File: config.mk
export PLATFORM = sky130hd
export DESIGN_NAME = mvd_top
export DESIGN_NICKNAME = d
export VERILOG_FILES = /design/src/mvd_pkg.sv /design/src/mvd_ea_check.sv /design/src/mvd_extend.sv /design/src/mvd_top.sv
export VERILOG_INCLUDE_DIRS = /design/src
export SDC_FILE = /design/constraint.sdc
export NUM_CORES = 1
export LEC_CHECK = 0
export ABC_AREA = 1
export ABC_CLOCK_PERIOD_IN_PS = 1100
export BUFFER_PORTS_ARGS = -buffer_cell sky130_fd_sc_hd__buf_4
export CORE_MARGIN = 10
export CORE_UTILIZATION = 53
export DETAILED_ROUTE_END_ITERATION = 12
export GPL_TIMING_DRIVEN = 0
export PLACE_DENSITY = 0.85
export SLEW_MARGIN = 40
export SYNTH_ARGS = -nofsm -noshare
export SYNTH_HDL_FRONTEND = slang
export SYNTH_SLANG_ARGS = --single-unit
File: constraint.sdc
create_clock -name clk_i -period 1.1 [get_ports clk_i]
set_input_delay 0.165 -clock clk_i [delete_from_list [all_inputs] [get_ports clk_i]]
set_output_delay 0.165 -clock clk_i [all_outputs]
set_load 0.01 [all_outputs]
File: src/mvd_defs.svh
`ifndef MVD_DEFS_SVH
`define MVD_DEFS_SVH

`define MVD_F_TOP       15:12
`define MVD_F_GRP       15:14
`define MVD_F_SIZE      13:12
`define MVD_F_DREG      11:9
`define MVD_F_DMODE     8:6
`define MVD_F_SMODE     5:3
`define MVD_F_SREG      2:0
`define MVD_F_SXSUB     8:7
`define MVD_F_SXSZ      6
`define MVD_F_QDATA     11:9

`define MVD_GRP_MOVE    2'h0
`define MVD_SZ_NONE     2'h0
`define MVD_SZ_BYTE     2'h1
`define MVD_SZ_WORD     2'h3
`define MVD_SZ_LONG     2'h2
`define MVD_TOP_QUICK   4'ha
`define MVD_SUB_QUICK   3'h5
`define MVD_TOP_SEXT    4'h7
`define MVD_SUB_SEXT    2'h2
`define MVD_SXSZ_WORD   1'h1

`define MVD_MODE_DREG   3'h0
`define MVD_MODE_AREG   3'h1
`define MVD_MODE_IND    3'h2
`define MVD_MODE_POST   3'h3
`define MVD_MODE_PRE    3'h4
`define MVD_MODE_D16    3'h5
`define MVD_MODE_IDX    3'h6
`define MVD_MODE_EXT    3'h7
`define MVD_EXT_ABSW    3'h0
`define MVD_EXT_ABSL    3'h1
`define MVD_EXT_PCD16   3'h2
`define MVD_EXT_PCIDX   3'h3
`define MVD_EXT_IMM     3'h4

`define MVD_Q_MINUS1    3'h0
`define MVD_Q_M1_VAL    32'hffffffff
`define MVD_BYTE_MSB    7
`define MVD_WORD_MSB    15
`define MVD_LONG_MSB    31

`endif

File: src/mvd_pkg.sv
package mvd_pkg;
`include "mvd_defs.svh"

	typedef enum logic [1:0] {
		MVD_SZ_BYTE = `MVD_SZ_BYTE,
		MVD_SZ_WORD = `MVD_SZ_WORD,
		MVD_SZ_LONG = `MVD_SZ_LONG,
		MVD_SZ_NONE = `MVD_SZ_NONE
	} mvd_size_t;

	typedef enum logic [3:0] {
		MVD_OP_NONE  = 4'h0,
		MVD_OP_MOVE  = 4'h1,
		MVD_OP_AREG  = 4'h2,
		MVD_OP_QUICK = 4'h4,
		MVD_OP_SEXT  = 4'h8
	} mvd_op_t;

	typedef enum logic [2:0] {
		MVD_X_ZBYTE = 3'h0,
		MVD_X_ZWORD = 3'h1,
		MVD_X_SBYTE = 3'h2,
		MVD_X_SWORD = 3'h3,
		MVD_X_LONG  = 3'h4,
		MVD_X_QUICK = 3'h5
	} mvd_ext_t;

endpackage

File: src/mvd_ea_check.sv
`timescale 1ns/10ps
`include "mvd_defs.svh"

module mvd_ea_check (
	input  wire logic [2:0] mode_i,
	input  wire logic [2:0] reg_i,
	output logic            src_ok_o,
	output logic            dst_ok_o,
	output logic            is_areg_o,
	output logic            src_ext_o,
	output logic            dst_far_o,
	output logic            is_imm_o
);

	logic ext_mode;

	assign ext_mode  = (mode_i == `MVD_MODE_EXT);
	// Every register mode is a source; extension subcodes stop at immediate.
	assign src_ok_o  = !ext_mode || (reg_i <= `MVD_EXT_IMM);
	// Data alterable: no address register, only the two absolute subcodes.
	assign dst_ok_o  = (mode_i != `MVD_MODE_AREG) &&
		(!ext_mode || reg_i == `MVD_EXT_ABSW || reg_i == `MVD_EXT_ABSL);
	assign is_areg_o = (mode_i == `MVD_MODE_AREG);
	assign src_ext_o = (mode_i == `MVD_MODE_D16) || (mode_i == `MVD_MODE_IDX) || ext_mode;
	assign dst_far_o = (mode_i == `MVD_MODE_IDX) || ext_mode;
	assign is_imm_o  = ext_mode && (reg_i == `MVD_EXT_IMM);

endmodule

File: src/mvd_extend.sv
`timescale 1ns/10ps
`include "mvd_defs.svh"

module mvd_extend (
	input  wire logic [31:0]            data_i,
	input  wire logic [2:0]             qdata_i,
	input  wire mvd_pkg::mvd_ext_t      kind_i,
	output logic      [31:0]            data_o
);

	always_comb begin
		case (kind_i)
			mvd_pkg::MVD_X_ZBYTE: data_o = {24'h000000, data_i[`MVD_BYTE_MSB:0]};
			mvd_pkg::MVD_X_ZWORD: data_o = {16'h0000, data_i[`MVD_WORD_MSB:0]};
			mvd_pkg::MVD_X_SBYTE: data_o = {{24{data_i[`MVD_BYTE_MSB]}}, data_i[`MVD_BYTE_MSB:0]};
			mvd_pkg::MVD_X_SWORD: data_o = {{16{data_i[`MVD_WORD_MSB]}}, data_i[`MVD_WORD_MSB:0]};
			mvd_pkg::MVD_X_QUICK: begin
				// Code zero stands for minus one, so zero itself cannot be encoded.
				if (qdata_i == `MVD_Q_MINUS1) begin
					data_o = `MVD_Q_M1_VAL;
				end else begin
					data_o = {29'h00000000, qdata_i};
				end
			end
			default: data_o = data_i;
		endcase
	end

endmodule

File: src/mvd_top.sv
`timescale 1ns/10ps
`include "mvd_defs.svh"

// Function
// - Register-class sources allow every legal destination.
// - Extended sources forbid indexed and absolute destinations.
// - Immediate to displacement destination: byte, word only.
// - Move size: 01 byte, 11 word, 10 long.
// - Address move size: 11 word, 10 long.
// - Address move destination is address register only.
// - Address move accepts every source mode.
// - Address move leaves condition codes unchanged.
// - Quick move: top 1010, bits 8-6 101.
// - Quick data zero means minus one.
// - Quick move is long, writes 32 bits.
// - Quick move rejects immediate and PC-relative destinations.
// - Byte sign move replicates bit 7 upward.
// - Word sign move replicates bit 15 upward.
// - Sign move: byte or word, data register destination.
// - Sign move: top 0111, bits 8-7 10.

module mvd_top (
	input  wire logic        clk_i,
	input  wire logic        nrst_i,
	input  wire logic        valid_i,
	input  wire logic [15:0] instr_i,
	input  wire logic [31:0] src_data_i,
	output logic             done_o,
	output logic             illegal_o,
	output logic             unhandled_o,
	output logic             wr_dreg_o,
	output logic             wr_areg_o,
	output logic             wr_mem_o,
	output logic [2:0]       dst_mode_o,
	output logic [2:0]       dst_reg_o,
	output logic [1:0]       wr_size_o,
	output logic [31:0]      wr_data_o,
	output logic             ccr_upd_o,
	output logic             ccr_n_o,
	output logic             ccr_z_o
);

	logic [1:0]          size_fld;
	logic [2:0]          dreg_fld;
	logic [2:0]          dmode_fld;
	logic [2:0]          smode_fld;
	logic [2:0]          sreg_fld;

	logic                s_src_ok;
	logic                s_dst_ok;
	logic                s_areg;
	logic                s_ext;
	logic                s_imm;
	logic                d_dst_ok;
	logic                d_areg;
	logic                d_far;

	logic                hit_move;
	logic                hit_quick;
	logic                hit_sext;
	logic                ok_move;
	logic                ok_areg;
	logic                ok_quick;
	logic                ok_sext;

	mvd_pkg::mvd_op_t    op;
	mvd_pkg::mvd_ext_t   ext_kind;
	mvd_pkg::mvd_size_t  op_size;
	logic                legal;
	logic [2:0]          tgt_mode;
	logic [2:0]          tgt_reg;
	logic [31:0]         ext_data;
	logic                res_n;
	logic                res_z;

	logic                done_r;
	logic                illegal_r;
	logic                unhandled_r;
	logic                wr_dreg_r;
	logic                wr_areg_r;
	logic                wr_mem_r;
	logic [2:0]          dst_mode_r;
	logic [2:0]          dst_reg_r;
	logic [1:0]          wr_size_r;
	logic [31:0]         wr_data_r;
	logic                ccr_upd_r;
	logic                ccr_n_r;
	logic                ccr_z_r;

	assign size_fld  = instr_i[`MVD_F_SIZE];
	assign dreg_fld  = instr_i[`MVD_F_DREG];
	assign dmode_fld = instr_i[`MVD_F_DMODE];
	assign smode_fld = instr_i[`MVD_F_SMODE];
	assign sreg_fld  = instr_i[`MVD_F_SREG];

	// Low effective-address field: source for moves, destination for quick move.
	mvd_ea_check u_src_ea (
		.mode_i    (smode_fld),
		.reg_i     (sreg_fld),
		.src_ok_o  (s_src_ok),
		.dst_ok_o  (s_dst_ok),
		.is_areg_o (s_areg),
		.src_ext_o (s_ext),
		.dst_far_o (),
		.is_imm_o  (s_imm)
	);

	mvd_ea_check u_dst_ea (
		.mode_i    (dmode_fld),
		.reg_i     (dreg_fld),
		.src_ok_o  (),
		.dst_ok_o  (d_dst_ok),
		.is_areg_o (d_areg),
		.src_ext_o (),
		.dst_far_o (d_far),
		.is_imm_o  ()
	);

	mvd_extend u_ext (
		.data_i  (src_data_i),
		.qdata_i (instr_i[`MVD_F_QDATA]),
		.kind_i  (ext_kind),
		.data_o  (ext_data)
	);

	// Class hits; the move group with size zero belongs to another instruction.
	assign hit_move  = (instr_i[`MVD_F_GRP] == `MVD_GRP_MOVE) && (size_fld != `MVD_SZ_NONE);
	assign hit_quick = (instr_i[`MVD_F_TOP] == `MVD_TOP_QUICK) && (dmode_fld == `MVD_SUB_QUICK);
	assign hit_sext  = (instr_i[`MVD_F_TOP] == `MVD_TOP_SEXT) &&
		(instr_i[`MVD_F_SXSUB] == `MVD_SUB_SEXT);

	// Plain move: register-class sources reach every data alterable destination.
	assign ok_move  = s_src_ok && d_dst_ok &&
		!(s_ext && d_far) &&
		!(s_imm && dmode_fld == `MVD_MODE_D16 && size_fld == `MVD_SZ_LONG);
	// Address move: no byte form exists; every source mode is accepted.
	assign ok_areg  = s_src_ok && (size_fld != `MVD_SZ_BYTE);
	// The low field is the destination here, so address registers count as well.
	assign ok_quick = s_dst_ok || s_areg;
	assign ok_sext  = s_src_ok;

	// Opcode class and legality of the word offered this cycle.
	always_comb begin
		op    = mvd_pkg::MVD_OP_NONE;
		legal = 1'b0;
		if (hit_move && d_areg) begin
			op    = mvd_pkg::MVD_OP_AREG;
			legal = ok_areg;
		end else if (hit_move) begin
			op    = mvd_pkg::MVD_OP_MOVE;
			legal = ok_move;
		end else if (hit_quick) begin
			op    = mvd_pkg::MVD_OP_QUICK;
			legal = ok_quick;
		end else if (hit_sext) begin
			op    = mvd_pkg::MVD_OP_SEXT;
			legal = ok_sext;
		end
	end

	// Operation size as the move encodes it; the other classes fix their own.
	always_comb begin
		case (op)
			mvd_pkg::MVD_OP_MOVE,
			mvd_pkg::MVD_OP_AREG: op_size = mvd_pkg::mvd_size_t'(size_fld);
			mvd_pkg::MVD_OP_QUICK: op_size = mvd_pkg::MVD_SZ_LONG;
			mvd_pkg::MVD_OP_SEXT: begin
				if (instr_i[`MVD_F_SXSZ] == `MVD_SXSZ_WORD) begin
					op_size = mvd_pkg::MVD_SZ_WORD;
				end else begin
					op_size = mvd_pkg::MVD_SZ_BYTE;
				end
			end
			default: op_size = mvd_pkg::MVD_SZ_NONE;
		endcase
	end

	// How the operand is widened to 32 bits before it is written.
	always_comb begin
		case (op)
			mvd_pkg::MVD_OP_AREG: begin
				if (size_fld == `MVD_SZ_WORD) begin
					ext_kind = mvd_pkg::MVD_X_SWORD;
				end else begin
					ext_kind = mvd_pkg::MVD_X_LONG;
				end
			end
			mvd_pkg::MVD_OP_MOVE: begin
				case (size_fld)
					`MVD_SZ_BYTE: ext_kind = mvd_pkg::MVD_X_ZBYTE;
					`MVD_SZ_WORD: ext_kind = mvd_pkg::MVD_X_ZWORD;
					default:      ext_kind = mvd_pkg::MVD_X_LONG;
				endcase
			end
			mvd_pkg::MVD_OP_QUICK: ext_kind = mvd_pkg::MVD_X_QUICK;
			mvd_pkg::MVD_OP_SEXT: begin
				if (instr_i[`MVD_F_SXSZ] == `MVD_SXSZ_WORD) begin
					ext_kind = mvd_pkg::MVD_X_SWORD;
				end else begin
					ext_kind = mvd_pkg::MVD_X_SBYTE;
				end
			end
			default: ext_kind = mvd_pkg::MVD_X_LONG;
		endcase
	end

	// The quick move names its target in the low field, the others in the high one.
	always_comb begin
		case (op)
			mvd_pkg::MVD_OP_QUICK: begin
				tgt_mode = smode_fld;
				tgt_reg  = sreg_fld;
			end
			mvd_pkg::MVD_OP_SEXT: begin
				tgt_mode = `MVD_MODE_DREG;
				tgt_reg  = dreg_fld;
			end
			default: begin
				tgt_mode = dmode_fld;
				tgt_reg  = dreg_fld;
			end
		endcase
	end

	// Flags follow the moved value at its own width; extended results are 32 bits.
	always_comb begin
		res_z = (ext_data == 32'h00000000);
		if (op == mvd_pkg::MVD_OP_MOVE && op_size == mvd_pkg::MVD_SZ_BYTE) begin
			res_n = ext_data[`MVD_BYTE_MSB];
		end else if (op == mvd_pkg::MVD_OP_MOVE && op_size == mvd_pkg::MVD_SZ_WORD) begin
			res_n = ext_data[`MVD_WORD_MSB];
		end else begin
			res_n = ext_data[`MVD_LONG_MSB];
		end
	end

	always_ff @(posedge clk_i or negedge nrst_i) begin
		if (!nrst_i) begin
			done_r      <= 1'b0;
			illegal_r   <= 1'b0;
			unhandled_r <= 1'b0;
		end else begin
			done_r      <= valid_i && op != mvd_pkg::MVD_OP_NONE && legal;
			// An illegal word never reaches the write strobes below.
			illegal_r   <= valid_i && op != mvd_pkg::MVD_OP_NONE && !legal;
			unhandled_r <= valid_i && op == mvd_pkg::MVD_OP_NONE;
		end
	end

	always_ff @(posedge clk_i or negedge nrst_i) begin
		if (!nrst_i) begin
			wr_dreg_r <= 1'b0;
			wr_areg_r <= 1'b0;
			wr_mem_r  <= 1'b0;
		end else begin
			wr_dreg_r <= valid_i && legal && tgt_mode == `MVD_MODE_DREG && op != mvd_pkg::MVD_OP_NONE;
			wr_areg_r <= valid_i && legal && tgt_mode == `MVD_MODE_AREG && op != mvd_pkg::MVD_OP_NONE;
			wr_mem_r  <= valid_i && legal && tgt_mode != `MVD_MODE_DREG && tgt_mode != `MVD_MODE_AREG &&
				op != mvd_pkg::MVD_OP_NONE;
		end
	end

	// Data and target hold until the next legal instruction replaces them.
	always_ff @(posedge clk_i or negedge nrst_i) begin
		if (!nrst_i) begin
			dst_mode_r <= 3'h0;
			dst_reg_r  <= 3'h0;
			wr_size_r  <= `MVD_SZ_NONE;
			wr_data_r  <= 32'h00000000;
		end else if (valid_i && legal && op != mvd_pkg::MVD_OP_NONE) begin
			dst_mode_r <= tgt_mode;
			dst_reg_r  <= tgt_reg;
			// Extended and address results always land as a full register.
			wr_size_r  <= (op == mvd_pkg::MVD_OP_MOVE) ? op_size : `MVD_SZ_LONG;
			wr_data_r  <= ext_data;
		end
	end

	always_ff @(posedge clk_i or negedge nrst_i) begin
		if (!nrst_i) begin
			ccr_upd_r <= 1'b0;
			ccr_n_r   <= 1'b0;
			ccr_z_r   <= 1'b0;
		end else begin
			ccr_upd_r <= valid_i && legal && op != mvd_pkg::MVD_OP_NONE &&
				op != mvd_pkg::MVD_OP_AREG;
			if (valid_i && legal && op != mvd_pkg::MVD_OP_NONE && op != mvd_pkg::MVD_OP_AREG) begin
				ccr_n_r <= res_n;
				ccr_z_r <= res_z;
			end
		end
	end

	assign done_o      = done_r;
	assign illegal_o   = illegal_r;
	assign unhandled_o = unhandled_r;
	assign wr_dreg_o   = wr_dreg_r;
	assign wr_areg_o   = wr_areg_r;
	assign wr_mem_o    = wr_mem_r;
	assign dst_mode_o  = dst_mode_r;
	assign dst_reg_o   = dst_reg_r;
	assign wr_size_o   = wr_size_r;
	assign wr_data_o   = wr_data_r;
	assign ccr_upd_o   = ccr_upd_r;
	assign ccr_n_o     = ccr_n_r;
	assign ccr_z_o     = ccr_z_r;

endmodule

Word level (Yosys, flattened, before mapping)
Cells that the tools add are included.
{"block": "totals", "reg_bits": 49, "latchBits": 0, "ramBits": 0, "romBits": 0, "word_cells": 123, "mem_count": 0}
{"block": "op_classes", "n_addsub": 0, "n_mul": 0, "div": 0, "n_lt_le_gt_ge": 1, "eq_ne": 33, "shifts": 0, "n_mux": 21, "bitwise": 0, "n_reduce_logical": 55}
{"operator": "32-bit case mux with 5 select lines", "n": 1}
{"operator": "32-bit logical NOT", "n": 1}
{"operator": "32-bit 2-to-1 mux", "n": 1}
{"operator": "1-bit logical AND", "n": 30}
{"operator": "3-bit == test, second input constant", "n": 8}
{"operator": "3-bit by 1-bit == test with 1-bit output, second input constant", "n": 6}
{"operator": "4-bit 2-to-1 mux", "n": 4}
{"operator": "3-bit logical NOT", "n": 4}
{"operator": "3-bit case mux with 2 select lines", "n": 2}
{"operator": "3-bit case mux with 4 select lines", "n": 1}
{"operator": "1-bit logical OR", "n": 9}
{"operator": "3-bit by 1-bit inequality test with 1-bit output, second input constant", "n": 3}
{"operator": "2-bit == test, second input constant", "n": 4}
{"operator": "4-bit by 3-bit == test with 1-bit output, second input constant", "n": 2}
{"operator": "4-bit == test, second input constant", "n": 2}
{"operator": "1-bit 2-to-1 mux", "n": 7}
{"operator": "3-bit by 2-bit == test with 1-bit output, second input constant", "n": 2}
{"operator": "3-bit 2-to-1 mux", "n": 2}
{"operator": "2-bit case mux with 3 select lines", "n": 1}
{"operator": "1-bit logical NOT", "n": 5}
{"operator": "2-bit by 1-bit == test with 1-bit output, second input constant", "n": 2}
{"operator": "4-bit by 1-bit == test with 1-bit output, second input constant", "n": 1}
{"operator": "4-bit by 2-bit == test with 1-bit output, second input constant", "n": 1}
{"operator": "4-bit logical NOT", "n": 1}
{"operator": "other kinds (9)", "n": 10}

Depth between registers and ports, before layout
{"block": "depth", "depth_word": 14, "ltp_mapped": 15, "depth_no_buf": 15}

Hierarchy
From an unflattened synthesis, not the netlist that was laid out.
{"block": "unflattened", "hier_cells": 401, "hier_area_um2": 2902.8}
{"mod": "mvd_top", "n_inst": 1, "cells_each": 271, "area_each_um2": 2254.7, "seq_area_each_um2": 1226.2}
{"mod": "mvd_extend", "n_inst": 1, "cells_each": 96, "area_each_um2": 510.5, "seq_area_each_um2": 0.0}
{"mod": "mvd_ea_check", "n_inst": 2, "cells_each": 17, "area_each_um2": 68.8, "seq_area_each_um2": 0.0}

Least setup slack after synthesis
OpenSTA, ideal clock, no wires.
{"block": "synth_timing", "kind": "input-to-reg", "from": "input instr_i[13]", "to": "register wr_data_r[5] (netlist: wr_data_o[5])", "setup_ns": 0.123, "arrival_time_ns": 1.383, "required_ns": 0.977, "setup_slack_ns": -0.406, "stages": 9, "path_buffers": 1, "cell_sequence": "o21ai_1 > nor2_1 > nand2_1 > nand2_1 > a21oi_2 > nand2_4 > buf_4 > nor2_1 > a2bb2oi_1"}
{"block": "synth_via", "elab_chain_cells": 10}
{"element": "start: declaration", "line_no": "mvd_top.sv:26", "text": "input wire logic [15:0] instr_i,"}
{"element": "4-bit by 3-bit == test with 1-bit output (no line)"}
{"element": "1-bit logical AND", "line_no": "mvd_top.sv:129", "text": "assign hit_sext = (instr_i[`MVD_F_TOP] == `MVD_TOP_SEXT) &&"}
{"element": "4-bit 2-to-1 mux", "line_no": "mvd_top.sv:155", "text": "end else if (hit_sext) begin"}
{"element": "4-bit 2-to-1 mux", "line_no": "mvd_top.sv:152", "text": "end else if (hit_quick) begin"}
{"element": "4-bit 2-to-1 mux", "line_no": "mvd_top.sv:149", "text": "end else if (hit_move) begin"}
{"element": "4-bit 2-to-1 mux", "line_no": "mvd_top.sv:146", "text": "if (hit_move && d_areg) begin"}
{"element": "4-bit == test, or another cell as far along", "line_no": "mvd_top.sv:180", "text": "case (op)"}
{"element": "3-bit case mux with 4 select lines", "line_no": "mvd_top.sv:180"}
{"element": "3-bit == test, or another cell as far along", "line_no": "mvd_extend.sv:12", "text": "case (kind_i)"}
{"element": "32-bit case mux with 5 select lines", "line_no": "mvd_extend.sv:12"}
{"element": "end signal: assignment", "line_no": "mvd_top.sv:275", "text": "wr_data_r <= ext_data;"}
{"element": "end: declaration", "line_no": "mvd_top.sv:85", "text": "logic [31:0] wr_data_r;"}
Parallel ways exist; a longest one is shown, timed or not.
A chain may end at the register's enable or synchronous reset.

Final worst setup path
{"block": "layout_timing", "from": "input instr_i[15]", "to": "register ccr_z_r (netlist: ccr_z_o)"}
{"block": "layout_via", "elab_chain_cells": 11}
{"element": "4-bit by 3-bit == test with 1-bit output (no line)"}
{"element": "1-bit logical AND", "line_no": "mvd_top.sv:129"}
{"element": "4-bit 2-to-1 mux", "line_no": "mvd_top.sv:155"}
{"element": "4-bit 2-to-1 mux", "line_no": "mvd_top.sv:152"}
{"element": "4-bit 2-to-1 mux", "line_no": "mvd_top.sv:149"}
{"element": "4-bit 2-to-1 mux", "line_no": "mvd_top.sv:146"}
{"element": "4-bit == test, or another cell as far along", "line_no": "mvd_top.sv:180"}
{"element": "3-bit case mux with 4 select lines", "line_no": "mvd_top.sv:180"}
{"element": "3-bit == test, or another cell as far along", "line_no": "mvd_extend.sv:12"}
{"element": "32-bit case mux with 5 select lines", "line_no": "mvd_extend.sv:12"}
{"element": "32-bit logical NOT", "line_no": "mvd_top.sv:227", "text": "res_z = (ext_data == 32'h00000000);"}
{"element": "end signal: assignment", "line_no": "mvd_top.sv:289", "text": "ccr_z_r <= res_z;"}
{"element": "end: declaration", "line_no": "mvd_top.sv:88", "text": "logic ccr_z_r;"}
Parallel ways exist; a longest one is shown, timed or not.

==> reports/qor.yml <==
timing:
  slew_headroom_pct: 58.8
  skew_ns: 0
  post-route-period-util_pct: 149
  finalSetupViolCount: 48
  worst_slack_ns: -0.541
  fin_hold_ws_ns: 0.125
  drv_slew: 0
  worst_pin_slew_ns: 0.618
  rsz0062_at_grt: "yes"
  max_freq_mhz: 609
  hold_viol_final: 0
  period_needed_ns: 1.64
pwr:
  peakVddDrop_v: 0.000939
  leakagePower_nw: 2.31
  p_per_area_nw_per_um2: 1360
  finalPower_mw: 6.25
setup_path:
  critPathMaxFanout: 7
  rr_startpoint: "wr_size_o[0]$_DFFE_PN0P_"
  critPathKind: "in -> reg"
  reg2reg_slack_ns: 0.31
  rr_endpoint: "wr_size_o[0]$_DFFE_PN0P_"
  crit_required_ns: 1.34
  end_kind: "flop"
  r2r_cells: 3
  worstSetupStartpointType: "primary input"
  arrival_ns: 1.88
hold_path:
  hold_depth: 3
  min_from: "src_data_i[24]"
  min_to: "wr_data_o[24]$_DFFE_PN0P_"
  hp-class: "in -> reg"
logic_synthesis:
  synth_adder_area_share_pct: 0
  yosysWarnings: 0
  synth_cell_types: 32
  syn_inst: 335
  synth_fp_nets: 386
  ys_seq_area_share_pct: 45.1
  synthArstFlopShare_pct: 100
  synth_area_leaders: "dfrtp_1 (45%), nand2_1 (15%), a2bb2oi_2 (7.2%)"
  syn_area_per_cell_um2: 8.12
  netlist_area_um2: 2720
  synthTopCellsByCount: "nand2_1 (112), dfrtp_1 (49), inv_1 (28)"
  synthFlopType: "dfrtp_1"
  synth.most_common_cell: "nand2_1"
  synth-compound-area-share_pct: 18.4
  synth_xor_area_share_pct: 0
  yosys.area_share.simple_pct: 29.6
  synthDominantCellAreaShare_pct: 45.1
  synth-seq-cells: 49
  synth_largest_area_cell: "dfrtp_1"
  synth_top_family_by_area: "simple AND/OR/NAND/NOR gates"
  synthMuxAreaShare_pct: 0
  synth-edff-count: 0
floorplanning:
  floorplan.die.height_um: 91.6
  rows: 26
  core_area_um2: 5040
  start_util_pct: 53.9
  die_area_um2: 8400
  boundaryPins: 100
  fp.dieW_um: 91.6
finish:
  layout.cells.non_filler: 546
  drive_above_1_share_pct: 54.0
  num-fill-cells: 198
  final_area_um2: 4580
  nets: 526
  finish.utilization_pct: 90.8
  synthToLayoutAreaGrowth_pct: 68.3
  num_antenna_cells: 0
place:
  placed_area_um2: 3700
  portBuffers: 99
  placed_cells: 504
  hpwl_um: 6740
  place.gp.congestion: 0.887
route:
  wl_per_cell_um: 25.0
  final_antenna_net_count: 0
  drt-pass1-iter-count: 6
  routed_via_density: 6.49
  drc: 0
  drt-total-wl_um: 13700
  drt_iter0_drc: 451
  vias: 3541
clock_network:
  cts.htree.levels: 2
  cts_inserted_buffers: 5
  clk_pin_slew_ns: 0.09
  cts_tree: "yes"
  insertion_delay_ns: 0.30
  cts-root-buf: "clkbuf_8"
  clock_sinks: 49
  clockBufferDepth: 2
run:
  drv_cap: 0
global_route:
  grt_pass1_wl_um: 19500
  grt_overflow: 0
  grt_antenna_before_repair: 0
  grt_max_degree: 50
  first_global_vias: 3559
  grt_use_total_pct: 29.0
outcome:
  status: "finished with violations"
  violations: "setup timing"
power by group:
part | leakage (nW) | internal, mW | switching (mW)
logic | 1.64 | 1.11 | 1.14
clock network | 0.0681 | 0.904 | 0.655
registers | 0.601 | 2.14 | 0.295
total | 2.31 | 4.16 | 2.09
per-stage QoR:
stage	TNS [ns]	setup slack (ns)
global placement	-27.09	-0.708
finish	-19.36	-0.541
CTS	-8.84	-0.261
detailed placement	-28.62	-0.736
global route	-18.81	-0.597
floorplan	-11.37	-0.278
cell usage in the layout (no fill, tap or decap), drive strengths merged:
cell / count
nor2: 32
nand2: 118
dlygate4sd3: 1
a21oi: 7
clkinv: 2
bufinv: 2
o21bai: 2
nand4: 1
clkbuf: 6
nor3: 6
inv: 33
dfrtp: 49
nand3: 19
nor4: 1
buf: 139
o21ai: 27
o22ai: 2
o21a: 2
nand3b: 2
o211ai: 7
a2bb2oi: 17
or2: 1
flip-flops by register name, summed over array words and instances, names as in the netlist, 2 cells and up:
signal / flops
dst_reg_o: 3
wr_data_o: 32
wr_size_o: 2
dst_mode_o: 3
layer usage:
metal	GRT usage (%)	wire length [um]
met4	19.7	1240
met1	30.3	4430
met3	7.17	1380
met5	0	0
met2	50.3	6610
worst max-delay path, stage by stage:
cell and delay [ns]:
buf_6 0.11, inv_1 0.05, nand2_1 0.04, nor2_1 0.16, nand3_2 0.14, nand3_4 0.15
nand2_4 0.09, nand2_4 0.11, nand2_4 0.10, nand2_2 0.10, nand2_2 0.09, nor2_1 0.16
nand2_1 0.12, nor2_4 0.15, nand2_2 0.07, nand2_1 0.07
logic make-up (layout without fill, tap and decap cells):
group | Yosys count | after routing
DFF | 49 | 49
buffers and inverters | 43 | 183
and+or+nand+nor | 179 | 180
AOI/OAI and AO/OA | 64 | 64
layout make-up:
class / count / area, um^2 / share of cell area [%]
multi-input combinational: 244 / 1700 / 37.1
sequential: 49 / 1230 / 26.8
timing repair buffer: 132 / 1130 / 24.8
inverter: 34 / 181 / 3.96
buffer: 9 / 115 / 2.52
tap: 70 / 87.6 / 1.91
clock buffer: 5 / 68.8 / 1.50
clock inverter: 3 / 65.1 / 1.42
repair_timing:
| item | CTS | global route |
|---|---|---|
| pin swaps | 25 | 15 |
| setup endpoints to repair | 47 | 49 |
| hold endpoints to repair | 49 | 0 |
| hold buffers | 1 | 0 |
| setup buffers | 26 | 4 |
| resized for setup | 94 | 25 |
| cloned | 4 | 0 |
worst max path at each step:
stage                     slack, ns        start                         to
after CTS                     -0.26  instr_i[12]        ccr_z_o$_DFFE_PN0P_
after global placement        -0.71   instr_i[7]        ccr_z_o$_DFFE_PN0P_
after floorplan               -0.28   instr_i[8]  wr_data_o[16]$_DFFE_PN0P_
after global routing          -0.60  instr_i[15]        ccr_z_o$_DFFE_PN0P_
after detailed placement      -0.74  instr_i[12]        ccr_z_o$_DFFE_PN0P_
final                         -0.54  instr_i[15]        ccr_z_o$_DFFE_PN0P_
Note: power is estimated with default switching activity, not from simulation.
